### config.mk
export PLATFORM = sky130hd
export DESIGN_NAME = cpw_pwm_core
export DESIGN_NICKNAME = d
export VERILOG_FILES = /design/src/hdl/cpw_pkg.sv /design/src/hdl/cpw_pwm_core.sv
export SDC_FILE = /design/constraint.sdc
export NUM_CORES = 1
export LEC_CHECK = 0
export BUFFER_PORTS_ARGS = -buffer_cell sky130_fd_sc_hd__buf_2
export CORE_ASPECT_RATIO = 0.5
export CORE_MARGIN = 1
export CORE_UTILIZATION = 40
export DETAILED_ROUTE_END_ITERATION = 16
export SLEW_MARGIN = 20
export SYNTH_ARGS = -nofsm -noshare
export SYNTH_HDL_FRONTEND = slang
export SYNTH_SLANG_ARGS = --single-unit
### constraint.sdc
create_clock -name core_clk_in -period 5.4 [get_ports core_clk_in]
set_clock_uncertainty 0.05 [all_clocks]
set_input_delay 0.27 -clock core_clk_in [delete_from_list [all_inputs] [get_ports core_clk_in]]
set_output_delay 0.27 -clock core_clk_in [all_outputs]
set_load 0.03 [all_outputs]
### src/hdl/cpw_pkg.sv
/*
 * shared constants, types and register layout of the center-aligned
 * complementary pwm output stage with dead-time insertion.
 * assumes one 100 MHz core clock that stands for the oscillator.
 */
package cpw_pkg;

   // ****************************************************************
   // widths and counts
   // ****************************************************************
   localparam int PAIRS = 3;
   localparam int OUTS = 6;
   localparam int DUTY_W = 14;
   localparam int TMR_W = 12;
   localparam int DT_W = 6;
   localparam int PS_W = 4;
   localparam int ADDR_W = 4;

   // ****************************************************************
   // register offsets (byte addresses)
   // ****************************************************************
   localparam logic [ADDR_W-1:0] OFS_DEADTIME = 4'h0;
   localparam logic [ADDR_W-1:0] OFS_OUTCFG = 4'h4;
   localparam logic [ADDR_W-1:0] OFS_STATUS = 4'h8;

   // ****************************************************************
   // field positions and reset values
   // ****************************************************************
   localparam int DT_PS_HI = 7;
   localparam int DT_PS_LO = 6;
   localparam int DT_CNT_HI = 5;
   localparam int DT_CNT_LO = 0;
   localparam int STAT_BUSY_LO = 6;
   localparam int STAT_CMP_LO = 9;
   localparam logic [7:0] DEADTIME_RST = 8'h00;
   localparam logic [PAIRS-1:0] OUTCFG_RST = 3'h0;

   // ****************************************************************
   // phases, prescale selects and dead-time divider terminal counts
   // ****************************************************************
   localparam logic [1:0] PHASE_Q1 = 2'h0;
   localparam logic [1:0] TB_PS_1TO1 = 2'h0;
   localparam logic [1:0] DT_PS_DIV2 = 2'h0;
   localparam logic [PS_W-1:0] DT_LAST_DIV2 = 4'h1;
   localparam logic [PS_W-1:0] DT_LAST_DIV4 = 4'h3;
   localparam logic [PS_W-1:0] DT_LAST_DIV8 = 4'h7;
   localparam logic [PS_W-1:0] DT_LAST_DIV16 = 4'hf;

   // ****************************************************************
   // carriers
   // ****************************************************************
   typedef struct packed {
      logic read;
      logic write;
      logic [ADDR_W-1:0] address;
      logic [31:0] writedata;
      logic [3:0] byteenable;
   } cpw_avmm_req_s;

   typedef struct packed {
      logic [TMR_W-1:0] count;
      logic [TMR_W-1:0] period;
      logic direction;
      logic [1:0] prescale;
      logic start;
      logic [PAIRS-1:0][DUTY_W-1:0] duty;
   } cpw_timebase_s;

   typedef struct packed {
      logic load;
      logic [TMR_W-1:0] value;
      logic count_down;
   } cpw_tb_load_s;

   typedef struct packed {
      logic [1:0] phase;
      logic [7:0] deadtime_control;
      logic [PAIRS-1:0] pair_mode_select;
      logic [PAIRS-1:0] cmp;
      logic [PAIRS-1:0][DT_W-1:0] dt_cnt;
      logic [PAIRS-1:0][PS_W-1:0] dt_ps;
      logic [OUTS-1:0] pwm;
      logic ack;
      logic [31:0] rdata;
      cpw_tb_load_s tb_load;
   } cpw_state_s;

endpackage

### src/hdl/cpw_pwm_core.sv
/*
 * center-aligned compare, complementary pair mapping and per-pair
 * dead-time generators, with an avalon-mm register slave.
 * assumes the time base (count, period, direction, prescale, duty
 * values) comes from logic on the same clock, and that the clock
 * stands for the oscillator, four clocks making one q1..q4 cycle.
 */
// Design decisions made here: the placing of the registers and the Avalon-MM register port.
// Operation
// - counting down with flag 1, duty match drives compare active.
// - counting up with flag 0, duty match drives compare inactive.
// - zero duty holds output inactive whole period.
// - duty at or above period holds output active whole period.
// - on start, period is loaded into timer which counts down.
// - duty zero feeds pair 1/0, one feeds 3/2, two feeds 5/4.
// - odd outputs follow compare, even outputs are its complement.
// - clear mode bit gives complementary pair; reset clears all mode bits.
// - each pair owns a 6-bit dead-time down counter.
// - every compare edge loads the dead-time value into the counter.
// - one transition waits for counter zero, both outputs inactive meanwhile.
// - dead-time register: prescale bits 7-6, count bits 5-0, reset zero.
// - dead-time clock is oscillator over 2, 4, 8 or 16.
// - prescaler cleared on counter load, dead-time register write and reset.
// - slow time base with divide 4..16: decrement on q1.
// - 1:1 time base, divide 2: decrement every other phase by match parity.
// - 1:1 time base, divide 4..16: decrement on match phase.
// - dead time equals count times prescale over oscillator.
// - duty low bits pick match phase q1..q4; code does so on a 1:1 time base only, else matches on q1.
`timescale 1ns/1ns

module cpw_pwm_core (
   // clock and reset
   input wire logic core_clk_in,
   input wire logic rst_in,
   // avalon-mm slave
   input wire cpw_pkg::cpw_avmm_req_s avs_req_in,
   output logic [31:0] avs_readdata_out,
   output logic avs_waitrequest_out,
   // time base
   input wire cpw_pkg::cpw_timebase_s timebase_in,
   output cpw_pkg::cpw_tb_load_s tb_load_out,
   // pwm pins
   output logic [cpw_pkg::OUTS-1:0] pwm_out
);

   // ****************************************************************
   // decode helpers
   // ****************************************************************
   function automatic logic [cpw_pkg::PS_W-1:0] dt_last(input logic [1:0] sel);
      logic [cpw_pkg::PS_W-1:0] r;
      r = cpw_pkg::DT_LAST_DIV2;
      case (sel)
         2'h0: r = cpw_pkg::DT_LAST_DIV2;
         2'h1: r = cpw_pkg::DT_LAST_DIV4;
         2'h2: r = cpw_pkg::DT_LAST_DIV8;
         2'h3: r = cpw_pkg::DT_LAST_DIV16;
         default: r = cpw_pkg::DT_LAST_DIV2;
      endcase
      return r;
   endfunction

   // phase on which a duty match counts
   function automatic logic match_phase(input logic [1:0] low, input logic [1:0] ph,
                                        input logic [1:0] tbps);
      logic r;
      r = 1'b0;
      if (tbps == cpw_pkg::TB_PS_1TO1) begin
         r = (ph == low);
      end else begin
         r = (ph == cpw_pkg::PHASE_Q1);
      end
      return r;
   endfunction

   // phase on which the dead-time counter may step
   function automatic logic step_phase(input logic [1:0] low, input logic [1:0] ph,
                                       input logic [1:0] tbps, input logic [1:0] dtps);
      logic r;
      r = 1'b0;
      if (tbps == cpw_pkg::TB_PS_1TO1) begin
         if (dtps == cpw_pkg::DT_PS_DIV2) begin
            r = (ph[0] == low[0]);
         end else begin
            r = (ph == low);
         end
      end else if (dtps == cpw_pkg::DT_PS_DIV2) begin
         r = 1'b1;
      end else begin
         r = (ph == cpw_pkg::PHASE_Q1);
      end
      return r;
   endfunction

   // ****************************************************************
   // state
   // ****************************************************************
   cpw_pkg::cpw_state_s s;
   cpw_pkg::cpw_state_s next_s;

   logic req_any;
   logic [cpw_pkg::DUTY_W-1:0] duty;
   logic [cpw_pkg::TMR_W-1:0] duty_hi;
   logic cmp_n;
   logic [1:0] dtps;
   logic [cpw_pkg::DT_W-1:0] dtval;
   logic dt_wr;

   assign req_any = avs_req_in.read | avs_req_in.write;

   // ****************************************************************
   // next state
   // ****************************************************************
   always_comb begin
      next_s = s;
      duty = '0;
      duty_hi = '0;
      cmp_n = 1'b0;
      dtps = s.deadtime_control[cpw_pkg::DT_PS_HI:cpw_pkg::DT_PS_LO];
      dtval = s.deadtime_control[cpw_pkg::DT_CNT_HI:cpw_pkg::DT_CNT_LO];
      dt_wr = 1'b0;

      // q1..q4 phase of the instruction cycle
      next_s.phase = s.phase + 2'h1;

      // time-base restart: load period and count down
      next_s.tb_load.load = timebase_in.start;
      next_s.tb_load.value = timebase_in.period;
      next_s.tb_load.count_down = timebase_in.start;

      // register bus: one wait cycle, then answer
      next_s.ack = req_any & ~s.ack;
      if (req_any && !s.ack) begin
         next_s.rdata = '0;
         if (avs_req_in.read) begin
            case (avs_req_in.address)
               cpw_pkg::OFS_DEADTIME: next_s.rdata[7:0] = s.deadtime_control;
               cpw_pkg::OFS_OUTCFG: next_s.rdata[cpw_pkg::PAIRS-1:0] = s.pair_mode_select;
               cpw_pkg::OFS_STATUS: begin
                  next_s.rdata[cpw_pkg::OUTS-1:0] = s.pwm;
                  for (int i = 0; i < cpw_pkg::PAIRS; i++) begin
                     next_s.rdata[cpw_pkg::STAT_BUSY_LO + i] = (s.dt_cnt[i] != '0);
                     next_s.rdata[cpw_pkg::STAT_CMP_LO + i] = s.cmp[i];
                  end
               end
               default: next_s.rdata = '0;
            endcase
         end
      end
      if (avs_req_in.write && s.ack && avs_req_in.byteenable[0]) begin
         case (avs_req_in.address)
            cpw_pkg::OFS_DEADTIME: begin
               next_s.deadtime_control = avs_req_in.writedata[7:0];
               dt_wr = 1'b1;
            end
            cpw_pkg::OFS_OUTCFG: begin
               next_s.pair_mode_select = avs_req_in.writedata[cpw_pkg::PAIRS-1:0];
            end
            default: dt_wr = 1'b0;
         endcase
      end

      // ****************************************************************
      // per pair: compare, dead time, pins
      // ****************************************************************
      for (int i = 0; i < cpw_pkg::PAIRS; i++) begin
         duty = timebase_in.duty[i];
         duty_hi = duty[cpw_pkg::DUTY_W-1:2];
         cmp_n = s.cmp[i];
         if (duty == '0) begin
            cmp_n = 1'b0;
         end else if (duty_hi >= timebase_in.period) begin
            cmp_n = 1'b1;
         end else if ((duty_hi == timebase_in.count)
                      && match_phase(duty[1:0], s.phase, timebase_in.prescale)) begin
            cmp_n = timebase_in.direction;
         end
         next_s.cmp[i] = cmp_n;

         // dead-time counter and its prescaler
         if (cmp_n != s.cmp[i]) begin
            next_s.dt_cnt[i] = dtval;
            next_s.dt_ps[i] = '0;
         end else if (dt_wr) begin
            next_s.dt_ps[i] = '0;
         end else if (s.dt_cnt[i] != '0) begin
            if (s.dt_ps[i] == dt_last(dtps)) begin
               if (step_phase(duty[1:0], s.phase, timebase_in.prescale, dtps)) begin
                  next_s.dt_cnt[i] = s.dt_cnt[i] - 6'h01;
                  next_s.dt_ps[i] = '0;
               end
            end else begin
               next_s.dt_ps[i] = s.dt_ps[i] + 4'h1;
            end
         end

         // pins: odd primary, even complement; with the mode bit set both follow compare
         if (s.pair_mode_select[i]) begin
            next_s.pwm[2*i+1] = cmp_n;
            next_s.pwm[2*i] = cmp_n;
         end else begin
            next_s.pwm[2*i+1] = cmp_n & (next_s.dt_cnt[i] == '0);
            next_s.pwm[2*i] = ~cmp_n & (next_s.dt_cnt[i] == '0);
         end
      end
   end

   // ****************************************************************
   // registers
   // ****************************************************************
   always_ff @(posedge core_clk_in) begin
      if (rst_in) begin
         s <= '0;
         s.deadtime_control <= cpw_pkg::DEADTIME_RST;
         s.pair_mode_select <= cpw_pkg::OUTCFG_RST;
      end else begin
         s <= next_s;
      end
   end

   // ****************************************************************
   // outputs
   // ****************************************************************
   assign avs_waitrequest_out = req_any & ~s.ack;
   assign avs_readdata_out = s.rdata;
   assign tb_load_out = s.tb_load;
   assign pwm_out = s.pwm;

endmodule
## Yosys cells after proc, flatten, opt, wreduce, memory -nomap -nowiden

Cells that the tools add are included.

| word-level totals | value |
|---|---|
| flip-flop bits (word level) | 98 |
| input port bits | 114 |
| output and inout port bits | 53 |
| logic and storage cells | 165 |

| operators by class | value |
|---|---|
| add/sub/neg operators | 7 |
| order comparisons | 3 |
| equal/unequal tests | 23 |
| muxes and demuxes | 77 |
| bitwise gates (word level) | 12 |
| reductions and logical operators | 28 |

Operator list:

| cell | count |
|---|---|
| $mux 6 | 15 |
| $mux 4 | 16 |
| $logic_not 14->1 | 3 |
| $mux 1 | 39 |
| $eq 12x12->1 | 3 |
| $ge 12x12->1 | 3 |
| $logic_not 6->1 | 3 |
| $reduce_bool 6->1 | 3 |
| $sub 6x1->6 const B | 3 |
| $pmux 4 s4 | 1 |
| $add 4x1->4 const B | 3 |
| $eq 4x4->1 | 3 |
| $mux 12 | 1 |
| $pmux 5 s2 | 1 |
| $reduce_and 2->1 | 5 |
| $pmux 3 s3 | 1 |
| $reduce_or 3->1 | 3 |
| $and 1x1->1 | 7 |
| $eq 2x2->1 | 3 |
| $logic_and 1x1->1 | 6 |
| $logic_not 2->1 | 3 |
| $mux 2 | 3 |
| $ne 2x1->1 const B | 3 |
| $eq 2x2->1 const B | 2 |
| 10 further kinds | 17 |

## Logic depth before layout (Yosys ltp)

Gate-level depths: netlist of the first run.

| logic depth | value |
|---|---|
| word-level depth | 23 |
| mapped depth | 11 |
| mapped depth without buffers | 10 |

## Least setup slack after synthesis of the first run

OpenSTA, ideal clock, no wires.

| timing path | value |
|---|---|
| path type | flip-flop to flip-flop |
| start point | reg s[97] (netlist bit) |
| end point | reg s, in the netlist pwm_out[0] |
| library setup time | 91 ps |
| data arrival time | 2509 ps |
| required time | 5259 ps |
| path slack | 2750 ps |
| stages on the path, launching flop included | 11 |
| buffers on the path | 1 |
| period minus slack after synthesis | 2650 ps |
| cells stage by stage | dfxtp_1 clkbuf_1 inv_1 ha_1 nor3_1 and4bb_1 nand4_1 mux2_2 a211oi_1 nand3_1 a311oi_1 |

| between the ends | value |
|---|---|
| longest elaborated chain between the ends | 15 |
| elaborated cells on any way between the ends | 27 |
| those cells by class | eq/ne (3); mux (19); bitwise (2); reduce/logical (3) |

Ends and longest elaborated chain:

| element | line | source |
|---|---|---|
| from (decl) | cpw_pwm_core.sv:97 | `cpw_pkg::cpw_state_s s;` |
| from (signal assigned) | cpw_pwm_core.sv:216 | `s <= next_s;` |
| $eq 2x2->1 (tied with other cells) | cpw_pwm_core.sv:68, cpw_pwm_core.sv:84 |  |
| $mux 1 (on tied branches) | cpw_pwm_core.sv:81, cpw_pwm_core.sv:86 |  |
| $mux 1 | cpw_pwm_core.sv:80 | `if (tbps == cpw_pkg::TB_PS_1TO1) begin` |
| $mux 1 | cpw_pwm_core.sv:186 | `if (s.dt_ps[i] == dt_last(dtps)) begin` |
| $mux 1 | cpw_pwm_core.sv:185 | `end else if (s.dt_cnt[i] != '0) begin` |
| $mux 1 | cpw_pwm_core.sv:183 | `end else if (dt_wr) begin` |
| $mux 1 | cpw_pwm_core.sv:180 | `if (cmp_n != s.cmp[i]) begin` |
| $mux 6 | cpw_pwm_core.sv:187 | `if (step_phase(duty[1:0], s.phase, timebase_in.prescale, dtps)) begin` |
| $mux 6 | cpw_pwm_core.sv:186 |  |
| $mux 6 | cpw_pwm_core.sv:185 |  |
| $mux 6 | cpw_pwm_core.sv:183 |  |
| $mux 6 | cpw_pwm_core.sv:180 |  |
| $logic_not 6->1 | cpw_pwm_core.sv:202 | `next_s.pwm[2*i] = ~cmp_n & (next_s.dt_cnt[i] == '0);` |
| $and 1x1->1 | cpw_pwm_core.sv:202 |  |
| $mux 2 * | cpw_pwm_core.sv:197 | `if (s.pair_mode_select[i]) begin` |

Every way passes the cells marked *; elsewhere a longest branch is shown, timed or not. The select of a mux whose other input is x is not followed.
A chain may end at the register's enable or synchronous reset.

## Worst setup path after layout of the first run

| timing path | value |
|---|---|
| start point | in timebase_in[16] (netlist bit) |
| end point | reg s, in the netlist pwm_out[2] |

| between the ends | value |
|---|---|
| longest elaborated chain between the ends | 10 |
| elaborated cells on any way between the ends | 13 |
| those cells by class | order compare (1); eq/ne (2); mux (5); bitwise (2); reduce/logical (3) |

Ends and longest elaborated chain:

| element | line | source |
|---|---|---|
| from (decl) | cpw_pwm_core.sv:40 | `input wire cpw_pkg::cpw_timebase_s timebase_in,` |
| parallel branches: the longest is 4 deep, another holds $ge 12x12->1 | -- |  |
| $mux 1 * | cpw_pwm_core.sv:169 | `if (duty == '0) begin` |
| $ne 1x1->1 | cpw_pwm_core.sv:180 |  |
| $mux 6 | cpw_pwm_core.sv:180 |  |
| $logic_not 6->1 | cpw_pwm_core.sv:202 |  |
| $and 1x1->1 | cpw_pwm_core.sv:202 |  |
| $mux 2 * | cpw_pwm_core.sv:197 |  |

Every way passes the cells marked *.

==> summary.md, run 1 <==
| Metric | Value |
|---|---|
| Critical setup path kind | `primary input to flip-flop` |
| Seq pwr share | `0.369` |
| CP Launch Type | `primary input` |
| Initial core utilization | `0.421` |
| Nets@finish | `957` |
| Top-count cell post-synth | `nor2_1` |
| Cell row count | `30` |
| Async S/R FF share, synth | `0` |
| Worst Max-Slew Pin Slew | `between 1 and 1.5 ns` |
| Drt first pass iters | `5` |
| Die height | `about 88 um` |
| Clk pin slew, worst setup/hold paths | `0.06 ns` |
| Placed cell count | `981` |
| Synth top area share | `0.267` |
| GRT Util Overall | `0.202` |
| Synth-to-Final Area Change | `12.8%` |
| Remaining DRCs | `0` |
| Primary FF master, synth | `dfxtp_1` |
| Ys Warns | `0` |
| Vias per cell | `~5.4` |
| Grt ovf | `0` |
| Number of setup buffers added after CTS | `0` |
| Synth top area cells | `dfxtp_1 (27%), ha_1 (9.2%), buf_4 (7.3%), nor2_1 (6.4%), xnor2_1 (6.0%)` |
| Setup violations, final | `0` |
| R2R depth | `9` |
| Routed Antenna Nets | `0` |
| Hold path cells | `2` |
| Fin util | `0.475` |
| Hold WC Path Type | `primary input to flip-flop` |
| H-Tree Depth | `3` |
| Crit. End Element | `flip-flop` |
| Post-CTS Resized | `0` |
| Mean area per synthesized cell | `8.11 um2` |
| Arr. time, crit path | `about 3.4 ns` |
| Layout cells sized above 1 | `0.206` |
| Clk_lat worst skew | `0.34 ns` |
| Logic pwr share | `0.262` |
| Sequential-to-total area share from yosys stat | `0.267` |
| Synth top cells by count | `nor2_1 (99), dfxtp_1 (78), buf_4 (57)` |
| Die width | `~170 um` |
| Max clock buf depth | `2` |
| Worst Hold End | `tb_load_out[0]` |
| Run status | `completed` |
| Final cell count without fillers | `about 1000` |
| Setup_tns | `0 ns` |
| Pins Over Slew Limit | `0` |
| DR iter-0 viols | `roughly 380` |
| Relative slew slack | `0.332` |
| Number of synthesized flops with an enable pin | `0` |
| Post-DP HPWL | `roughly 12 mm` |
| Net Sw Frac | `0.327` |
| Max Cap Viol | `0` |
| Worst EP required | `5.61 ns` |
| Net Sw Power | `0.558 mW` |
| Hold Crit Start | `timebase_in[42]` |
| Area leader, netlist | `dfxtp_1` |
| Design Power | `1.70 mW` |
| Vias in the first global route | `about 4.8k` |
| RR Endpoint | `pwm_out[1]` |
| Cells after Synth | `between 700 and 800` |
| Die area | `between 15000 and 20000 um2` |
| Diode count | `0` |
| Final period utilization | `0.589` |
| RSZ-0062 raised after global routing | `false` |
| Routed len/inst | `15.4 um` |
| Gpl congestion | `0.915` |
| Cell variety after synth | `76` |
| CTS buffer count | `9` |
| TritonCTS clock tree | `yes` |
| Worst-path maximum fanout | `11` |
| Routed WL | `15.4 mm` |
| Vias | `between 5k and 6k` |
| First-pass GRT wire length | `24.2 mm` |
| Synthesized area | `5850 um2` |
| Pwr per Cell Area | `around 260 nW/um2` |
| Reg2reg setup slack | `around 2.5 ns` |
| Post-CTS Hold Buffers | `0` |
| Core ar. | `between 10000 and 15000 um2` |
| Clk root buf | `clkbuf_16` |
| Final min period | `roughly 3.2 ns` |
| Antenna violations before repair | `0` |
| Max IR drop VDD | `approximately 160 uV` |
| Leak Pwr | `2.84 nW` |
| Final hold vios | `0` |
| Largest net degree at the start of global routing | `41` |
| Clock Sinks | `between 70 and 80` |
| Pint | `1.15 mW` |
| RR Startpoint | `s[97]` |
| Seq cells post-synth | `~80` |
| Part of the power in the clock network | `0.370` |
| I/O Buffers | `119` |
| I/O pins | `between 150 and 200` |
| Max Fclk | `about 310 MHz` |
==> cell usage in the layout (no fill, tap or decap), drive strengths merged, types with 14 or more instances in the layout <==
cell type / Yosys / routed
ha: 43 / 43
buf: 63 / 122
xnor2: 40 / 40
nor2: 100 / 100
nand4: 14 / 14
nor3: 14 / 14
dfxtp: 78 / 78
conb: 1 / 20
nor4: 20 / 20
a21oi: 38 / 38
inv: 30 / 33
mux2i: 23 / 23
o21ai: 17 / 17
nand3: 19 / 19
nand2: 55 / 55
==> sequential cells by signal, indices dropped and copies added (netlist names) <==
register and count:
dtps 2, pwm_out 6, s 39, dtval 6, tb_load_out 13, avs_readdata_out 12
==> layer usage <==
metal | track usage | up-vias | share of wire
met5 | 0 | - | 0
met4 | 0.0386 | 0 | 0.0096
met3 | 0.0436 | 12 | 0.060
met2 | 0.327 | 180 | 0.44
met1 | 0.278 | 2470 | 0.49
li1 | - | 2676 | -
==> worst max-delay path, cell delays in order <==
cell and delay, ns:
buf_2 0.11, inv_1 0.05, ha_1 0.29, nand2b_1 0.15, a2111oi_0 0.45, nor4_1 0.11
a2111o_1 0.44, nand2_1 0.07, nand3_1 0.50, or4_4 0.74, o221ai_2 0.19
==> how the worst max path moves through the flow <==
stage | start | endpoint | cells after the start
finish | timebase_in[16] | pwm_out[2] | 11
global route | timebase_in[16] | pwm_out[2] | 11
CTS | timebase_in[16] | pwm_out[2] | 11
detailed placement | timebase_in[16] | pwm_out[2] | 11
global placement | timebase_in[16] | pwm_out[2] | 11
floorplan | s[97] | pwm_out[0] | 10
==> cells by family (layout without fill, tap and decap cells) <==
| group | Yosys count | after routing | share of synthesized area |
|---|---|---|---|
| simple gates | 285 | 285 | 0.252 |
| flops | 78 | 78 | 0.267 |
| xor+xnor | 53 | 53 | 0.0794 |
| fa+ha+maj | 43 | 43 | 0.0920 |
| compound gates | 125 | 125 | 0.146 |
| mux | 33 | 33 | 0.0586 |
| buf+inv | 103 | 168 | 0.104 |
| other cells | 1 | 20 | 0.000641 |
==> area by class of cell <==
class | instances | area (um2)
flip-flops and latches | 78 | 1560
multi-input cells | 559 | 3750
well taps | 192 | 240
clock buffers | 11 | 243
fillers | 1416 | 7290
repair buffers | 122 | 618
clock inverters | 5 | 63.8
inverters | 30 | 113
==> stage by stage <==
| stage | area, um2 | hold slack, ns | setup WS (ns) |
|---|---|---|---|
| floorplan | 5920 | 0.348 | 2.75 |
| global placement | 6290 | 0.412 | 1.89 |
| detailed placement | 6290 | 0.417 | 1.84 |
| CTS | 6590 | 0.0922 | 2.18 |
| global route | 6590 | 0.101 | 1.94 |
| finish | 6590 | 0.0982 | 2.22 |
==> power groups by stage <==
stage / clock network, mW / logic [mW] / registers (mW)
after global routing: 0.670 / 0.491 / 0.631
after global placement: 0 / 0.437 / 0.640
after floorplan: 0 / 0.342 / 0.633
final: 0.630 / 0.446 / 0.628
after detailed placement: 0 / 0.441 / 0.640
after CTS: 0.646 / 0.444 / 0.627
Power figures use the tool's default switching activity.
==> run 2, diff against run 1 <==
--- a/config.mk
+++ b/config.mk
@@ -10,6 +10,7 @@
 export CORE_MARGIN = 1
 export CORE_UTILIZATION = 40
 export DETAILED_ROUTE_END_ITERATION = 16
+export PLACE_DENSITY = 0.67
 export SLEW_MARGIN = 20
 export SYNTH_ARGS = -nofsm -noshare
 export SYNTH_HDL_FRONTEND = slang
==> constraint.sdc (replaced) <==
create_clock -name core_clk_in -period 2.6 [get_ports core_clk_in]
set_clock_uncertainty 0.05 [all_clocks]
set_input_delay 0.13 -clock core_clk_in [delete_from_list [all_inputs] [get_ports core_clk_in]]
set_output_delay 0.13 -clock core_clk_in [all_outputs]
set_load 0.03 [all_outputs]
==> run 2 against run 1 <==
Combinational power grew 130%. Count of clock-buffer cells in the layout fell by 2. Sequential power rose by 110%. Sequential cell count stayed put. Power is 120% higher.
==> summary.md, run 2 (synthesis gave the netlist of run 1 again) <==
| Metric | Value |
|---|---|
| Max Fclk | `roughly 400 MHz` |
| Nets@finish | `1017 (+6.3%)` |
| Slowest stage delay, CP | `0.52 ns (-0.22 ns)` |
| Vias per cell | `5.36 (+0.12%)` |
| Setup violations, final | `0 (unchanged)` |
| Clk pin slew, worst setup/hold paths | `0.07 ns (about the same)` |
| Most common cell after layout, fill and taps aside | `buf_2` |
| Run status | `completed` |
| Max clock buf depth | `2 (unchanged)` |
| Placed cell count | `1030 (+5.0%)` |
| Critical setup path kind | `flip-flop to flip-flop` |
| Fill cells | `1355 (-4.3%)` |
| Initial core utilization | `0.421 (unchanged)` |
| Buf+Inv Stages, Crit Path | `0 (-2)` |
| Post-DP HPWL | `13.1 mm (+7.7%)` |
| Max IR drop VDD | `310 uV (+96%)` |
| Hold WC Path Type | `primary input to flip-flop` |
| CP cell instances | `or3_4 > nor4b_4 > a311oi_4 > nor3_4 > a41oi_1 > and3_1 > or4_4 > o221ai_2` |
| Die height | `87.5 um (unchanged)` |
| Remaining DRCs | `0 (unchanged)` |
| Area after DPL | `6680 um2 (+6.2%)` |
| GRT Util Overall | `0.224 (+0.0223)` |
| Relative slew slack | `0.495 (+0.163)` |
| Post-layout instance area | `7160 um2 (+8.6%)` |
| Die width | `173 um (unchanged)` |
| Crit. End Element | `flip-flop` |
| CTS buffer count | `9 (unchanged)` |
| Final cell count without fillers | `1057 (+6.0%)` |
| Final period utilization | `0.969` |
| Drt first pass iters | `5 (unchanged)` |
| Routed WL | `16.8 mm (+9.1%)` |
| Final min period | `roughly 2.5 ns` |
| Largest net degree at the start of global routing | `34 (-17%)` |
| Diode count | `0 (unchanged)` |
| Leak Pwr | `3.15 nW (+11%)` |
| Grt ovf | `0 (unchanged)` |
| Max Cap Viol | `0 (unchanged)` |
| CP Launch Type | `flip-flop` |
| Arr. time, crit path | `2.73 ns (-0.66 ns)` |
| Clk_lat worst skew | `0.34 ns (about the same)` |
| Clock Sinks | `78 (unchanged)` |
| TritonCTS clock tree | `yes` |
| Die area | `15100 um2 (unchanged)` |
| Layout cells sized above 1 | `0.264 (+0.0574)` |
| Final hold vios | `0 (unchanged)` |
| I/O Buffers | `119 (unchanged)` |
| First-pass GRT wire length | `26.8 mm (+11%)` |
| Routed Antenna Nets | `0 (unchanged)` |
| Worst EP required | `2.81 ns (-2.80 ns)` |
| RSZ-0062 raised after global routing | `true` |
| Clk root buf | `clkbuf_16` |
| Pwr per Cell Area | `514 nW/um2 (+99%)` |
| Vias in the first global route | `5294 (+11%)` |
| Kind of cell adding the most delay to the critical path | `simple AND/OR/NAND/NOR gates` |
| Routed len/inst | `15.9 um (+2.9%)` |
| Max FFs per register | `39 (unchanged)` |
| Critical-path top delay cell | `or4_4` |
| Most frequent cells in the layout | `buf_2 (119), nor2_1 (98), dfxtp_1 (75)` |
| Synth-to-Final Area Change | `22.5%` |
| Antenna violations before repair | `0 (unchanged)` |
| Vias | `5666 (+6.1%)` |
| Cell row count | `30 (unchanged)` |
| Gpl congestion | `0.970 (+6.0%)` |
| Worst-path maximum fanout | `5 (-6)` |
| Pins Over Slew Limit | `0 (unchanged)` |
| Top reg by flops | `s` |
| Core ar. | `13900 um2 (unchanged)` |
| Worst Max-Slew Pin Slew | `0.751 ns (-0.249 ns)` |
| H-Tree Depth | `3 (unchanged)` |
| DR iter-0 viols | `539 (+41%)` |
| I/O pins | `167 (unchanged)` |
## run 2: cell types whose count changed in the layout (fill, tap and decap cells not counted), sizes merged
cell         delta
buf            +51
dlygate4sd3     +9
clkbuf          -2
clkinv          +1
inv             +1
## run 2: area by class of cell
cell class / count / area [um2] / share of cell area
Multi-Input combinational cell: 559 / 3810 / 0.532
Sequential cell: 78 / 1570 / 0.219
Timing Repair Buffer: 182 / 1120 / 0.156
Tap cell: 192 / 240 / 0.0335
Clock buffer: 9 / 225 / 0.0314
Inverter: 30 / 113 / 0.0157
Clock inverter: 7 / 88.8 / 0.0124
## run 2: final timing paths
check	start	to	slack (ns)	cells after the start
hold / removal	timebase_in[48]	tb_load_out[3]	0.01	3
hold reg to reg	avs_readdata_out[9]	avs_readdata_out[9]	0.45	2
setup reg to reg	s[60]	pwm_out[2]	0.08	8
setup / recovery	s[60]	pwm_out[2]	0.08	8
## run 2: metal layers
metal / share of wire / GRT usage
met3: 0.060 / 0.0454
met2: 0.45 / 0.370
met5: 0 / 0
met4: 0.0094 / 0.0595
met1: 0.48 / 0.301
## run 2: report_power, final
| group | switching, mW | internal, mW |
|---|---|---|
| clock | 0.578 | 0.770 |
| combinational | 0.617 | 0.418 |
| sequential | 0.0485 | 1.25 |
## run 2: timing repair
action                                  4_1_cts  5_1_grt
hold endpoints to repair                     12        0
resized for setup                             2       14
endpoints found under the setup margin        1        8
pin swaps                                     2        3
hold buffers                                  9        0
setup buffers                                 1        1
## run 2: worst reg2reg max path: stages (launching register included)
cell      delay, ns
dfxtp_2        0.35
or3_4          0.39
nor4b_4        0.26
a311oi_4       0.08
nor3_4         0.22
a41oi_1        0.15
and3_1         0.21
or4_4          0.52
o221ai_2       0.20
## run 2: metrics by stage
stage | setup TNS (ns) | utilization | total power [mW] | hold slack (ns) | setup slack [ns]
global route | -0.0209 | 0.516 | 3.87 | 0.0276 | -0.0209
detailed placement | -1.27 | 0.481 | 2.33 | 0.297 | -0.217
finish | 0 | 0.516 | 3.68 | 0.0149 | 0.0795
CTS | 0 | 0.511 | 3.70 | 0.0116 | 0.0602
floorplan | 0 | - | 2.03 | 0.208 | 0.0617
global placement | -0.173 | 0.481 | 2.31 | 0.290 | -0.0621
==> run 3, diff against run 2 <==
--- a/config.mk
+++ b/config.mk
@@ -5,12 +5,13 @@
 export SDC_FILE = /design/constraint.sdc
 export NUM_CORES = 1
 export LEC_CHECK = 0
+export ABC_AREA = 1
 export BUFFER_PORTS_ARGS = -buffer_cell sky130_fd_sc_hd__buf_2
 export CORE_ASPECT_RATIO = 0.5
 export CORE_MARGIN = 1
 export CORE_UTILIZATION = 40
 export DETAILED_ROUTE_END_ITERATION = 16
-export PLACE_DENSITY = 0.67
+export PLACE_DENSITY = 0.66
 export SLEW_MARGIN = 20
 export SYNTH_ARGS = -nofsm -noshare
 export SYNTH_HDL_FRONTEND = slang
==> run 3 against run 2 <==
Hold slack worse by 0.011 ns. Largest power group unchanged. Critical endpoint is now pwm_out[1]. Register-to-register slack better by 0.08 ns. Fmax up 2.0%.
==> summary.md, run 3 <==
| Metric | Value |
|---|---|
| Routed Antenna Nets | `0 (unchanged)` |
| Most frequent CP cell | `nand2_1` |
| Seq cells post-synth | `78 (unchanged)` |
| Gpl congestion | `0.907 (-6.5%)` |
| Post-DP HPWL | `13.5 mm (+3.3%)` |
| Reg2reg setup slack | `0.16 ns (+0.08 ns)` |
| Routed len/inst | `13.4 um (-16%)` |
| Synth-to-Final Area Change | `18.6%` |
| Clock Sinks | `78 (unchanged)` |
| Antenna violations before repair | `0 (unchanged)` |
| Critical-path top delay cell | `dlygate4sd3_1` |
| Crit. End Element | `flip-flop` |
| Layout cells sized above 1 | `0.197 (-0.0669)` |
| Area after DPL | `6640 um2 (-0.60%)` |
| CTS buffer count | `9 (unchanged)` |
| Max IR drop VDD | `314 uV (+1.1%)` |
| Synthesized area | `6110 um2 (+4.4%)` |
| Mean area per synthesized cell | `6.33 um2 (-22%)` |
| Drt first pass iters | `5 (unchanged)` |
| CP cell instances | `dlygate4sd3_1 > buf_2 > inv_2 > ha_1 > nand2_1 > nor2_1 > and2_1 > nand2_1 > nand3_1 > nor2_2 > nand3_4 > nand2_4 > nand2_4 > nand3_1 > nand2_1 > nor2_1 > nand3_2 > a21oi_1` |
| Setup violations, final | `0 (unchanged)` |
| Leak Pwr | `3.71 nW (+17%)` |
| Grt ovf | `0 (unchanged)` |
| Post-layout instance area | `7240 um2 (+1.1%)` |
| Largest net degree at the start of global routing | `26 (-24%)` |
| Hold path cells | `3 (unchanged)` |
| Fill cells | `1463 (+8.0%)` |
| Sequential-to-total area share from yosys stat | `0.256 (-0.0113)` |
| Synth top cells by count | `nand2_1 (248), nor2_1 (124), inv_1 (109)` |
| R2R depth | `17 (+9)` |
| Most frequent cells in the layout | `nand2_1 (244), nor2_1 (119), buf_2 (119)` |
| Final hold vios | `0 (unchanged)` |
| Max Fclk | `405 MHz (+2.0%)` |
| Top reg by flops | `s` |
| Placed cell count | `1245 (+21%)` |
| Primary FF master, synth | `dfxtp_1` |
| Remaining DRCs | `0 (unchanged)` |
| Worst Max-Slew Pin Slew | `0.582 ns (-0.168 ns)` |
| Synth top area cells | `dfxtp_1 (26%), nand2_1 (15%), ha_1 (8.8%), nor2_1 (7.6%), nand3_1 (7.5%)` |
| Worst-path maximum fanout | `7 (+2)` |
| I/O pins | `167 (unchanged)` |
| Max Cap Viol | `0 (unchanged)` |
| Relative slew slack | `0.608 (+0.113)` |
| Die height | `89.4 um (+2.1%)` |
| Hold Crit Start | `timebase_in[48]` |
| Die width | `177 um (+2.2%)` |
| Clk pin slew, worst setup/hold paths | `0.06 ns (about the same)` |
| Clk_lat worst skew | `0.34 ns (about the same)` |
| First-pass GRT wire length | `26.8 mm (-0.21%)` |
| Final cell count without fillers | `1276 (+21%)` |
| Hold WC Path Type | `primary input to flip-flop` |
| Register Area | `1560 um2 (-0.40%)` |
| Slowest stage delay, CP | `0.54 ns (+0.02 ns)` |
| RR Endpoint | `pwm_out[1]` |
| Final period utilization | `0.950 (-0.0190)` |
| Footprint of the multi-input gates | `3850 um2 (+1.1%)` |
| Nets@finish | `1230 (+21%)` |
| Final hold slack | `0.00359 ns (-0.0113 ns)` |
| Fin util | `0.492 (-0.0233)` |
| Routed WL | `17.1 mm (+1.9%)` |
| Area leader, netlist | `dfxtp_1` |
| Clk root buf | `clkbuf_16` |
| CP Launch Type | `primary input` |
| H-Tree Depth | `3 (unchanged)` |
| Vias | `6304 (+11%)` |
| Final min period | `2.47 ns (-0.0493 ns)` |
| Worst Hold End | `tb_load_out[3]` |
| GRT Util Overall | `0.215 (-0.00949)` |
| Ys Warns | `0 (unchanged)` |
| I/O Buffers | `119 (unchanged)` |
| Number of synthesized flops with an enable pin | `0 (unchanged)` |
| Run status | `completed` |
| Worst EP required | `2.82 ns (about the same)` |
| Max clock buf depth | `2 (unchanged)` |
| Core ar. | `14700 um2 (+5.8%)` |
| RR Startpoint | `s[97]` |
| Die area | `15800 um2 (+4.3%)` |
| Top-count cell post-synth | `nand2_1` |
| TritonCTS clock tree | `yes` |
| Max FFs per register | `39 (unchanged)` |
| Cell variety after synth | `42 (-45%)` |
| Pwr per Cell Area | `470 nW/um2 (-8.6%)` |
| Cells after Synth | `964 (+34%)` |
| DR iter-0 viols | `334 (-38%)` |
| Most common cell after layout, fill and taps aside | `nand2_1` |
| Arr. time, crit path | `2.69 ns (-0.04 ns)` |
| Initial core utilization | `0.415 (-0.00573)` |
| Synth top area share | `0.256 (-0.0113)` |
| Async S/R FF share, synth | `0 (unchanged)` |
| Vias per cell | `4.94 (-7.8%)` |
| Pins Over Slew Limit | `0 (unchanged)` |
| Diode count | `0 (unchanged)` |
| Cell row count | `31 (+3.3%)` |
| Vias in the first global route | `5732 (+8.3%)` |
| Critical setup path kind | `primary input to flip-flop` |
==> run 3: cell count changes in the layout (fill, tap and decap cells not counted), sizes merged, moves of 23 or more <==
cell,previous run,this run
mux2i,23,0
nand3,19,97
inv,34,121
a21oi,38,69
xnor2,40,8
nand2,55,257
buf,173,132
nor2,100,130
==> run 3: cells by family after synthesis <==
family	after synthesis	share of synthesized area
and+or+nand+nor	529	0.380
xor gates and xnor gates	22	0.0359
buffers and inverters	185	0.147
AOI/OAI and AO/OA	106	0.0924
other	1	0.000614
DFF	78	0.256
adders and majority gates	43	0.0881
==> run 3: through the flow <==
stage                     setup slack, ns  total power, mW  TNS, ns
after global placement              0.217             1.93        0
after global routing             -0.00693             3.55  -0.0109
after detailed placement            0.167             1.95        0
final                               0.129             3.40        0
after CTS                          0.0128             3.35        0
after floorplan                     0.620             1.77        0
==> run 3: area by class of cell <==
class	count	area share
Timing Repair Buffer	142	0.110
Sequential cell	78	0.216
Tap cell	198	0.0342
Multi-Input combinational cell	720	0.532
Clock inverter	5	0.0114
Clock buffer	11	0.0335
Inverter	122	0.0633
==> run 3: critical path: cells and delay by family <==
family                   cells  cell delay [ns]
AND/OR/NAND/NOR             13             1.43
buffers and inverters        3             0.75
adder cells (fa/ha/maj)      1             0.24
AO/OA/AOI/OAI                1             0.14
==> run 3: worst max-delay path by stage <==
stage / depth (start not counted) / start / to / slack [ns]
after global routing: 17 / s[97] / pwm_out[3] / -0.007
after CTS: 18 / timebase_in[53] / pwm_out[5] / 0.01
after global placement: 15 / s[97] / s[56] / 0.22
final: 18 / timebase_in[53] / pwm_out[1] / 0.13
after detailed placement: 15 / s[97] / s[55] / 0.17
after floorplan: 17 / s[97] / pwm_out[4] / 0.62
==> run 3: report_power, final <==
group          internal (mW)  total [mW]  switching [mW]
clock network          0.870        1.40           0.528
registers               1.23        1.26          0.0272
logic                  0.256       0.748           0.493
==> run 3: layer usage <==
metal,share of wire,vias to the layer above,global-route usage,routed length [um]
li1,-,3256,-,-
met1,0.45,2813,0.269,7740
met2,0.47,204,0.379,7960
met3,0.063,31,0.0438,1070
met4,0.018,0,0.0572,303
met5,0,-,0,0
==> run 3: repair_timing <==
| action | in CTS | in global routing |
|---|---|---|
| hold buffers | 10 | 0 |
| setup endpoints to repair | 0 | 13 |
| gates resized for setup | 0 | 34 |
| endpoints found under the hold margin | 10 | 0 |
| setup buffers | 0 | 5 |
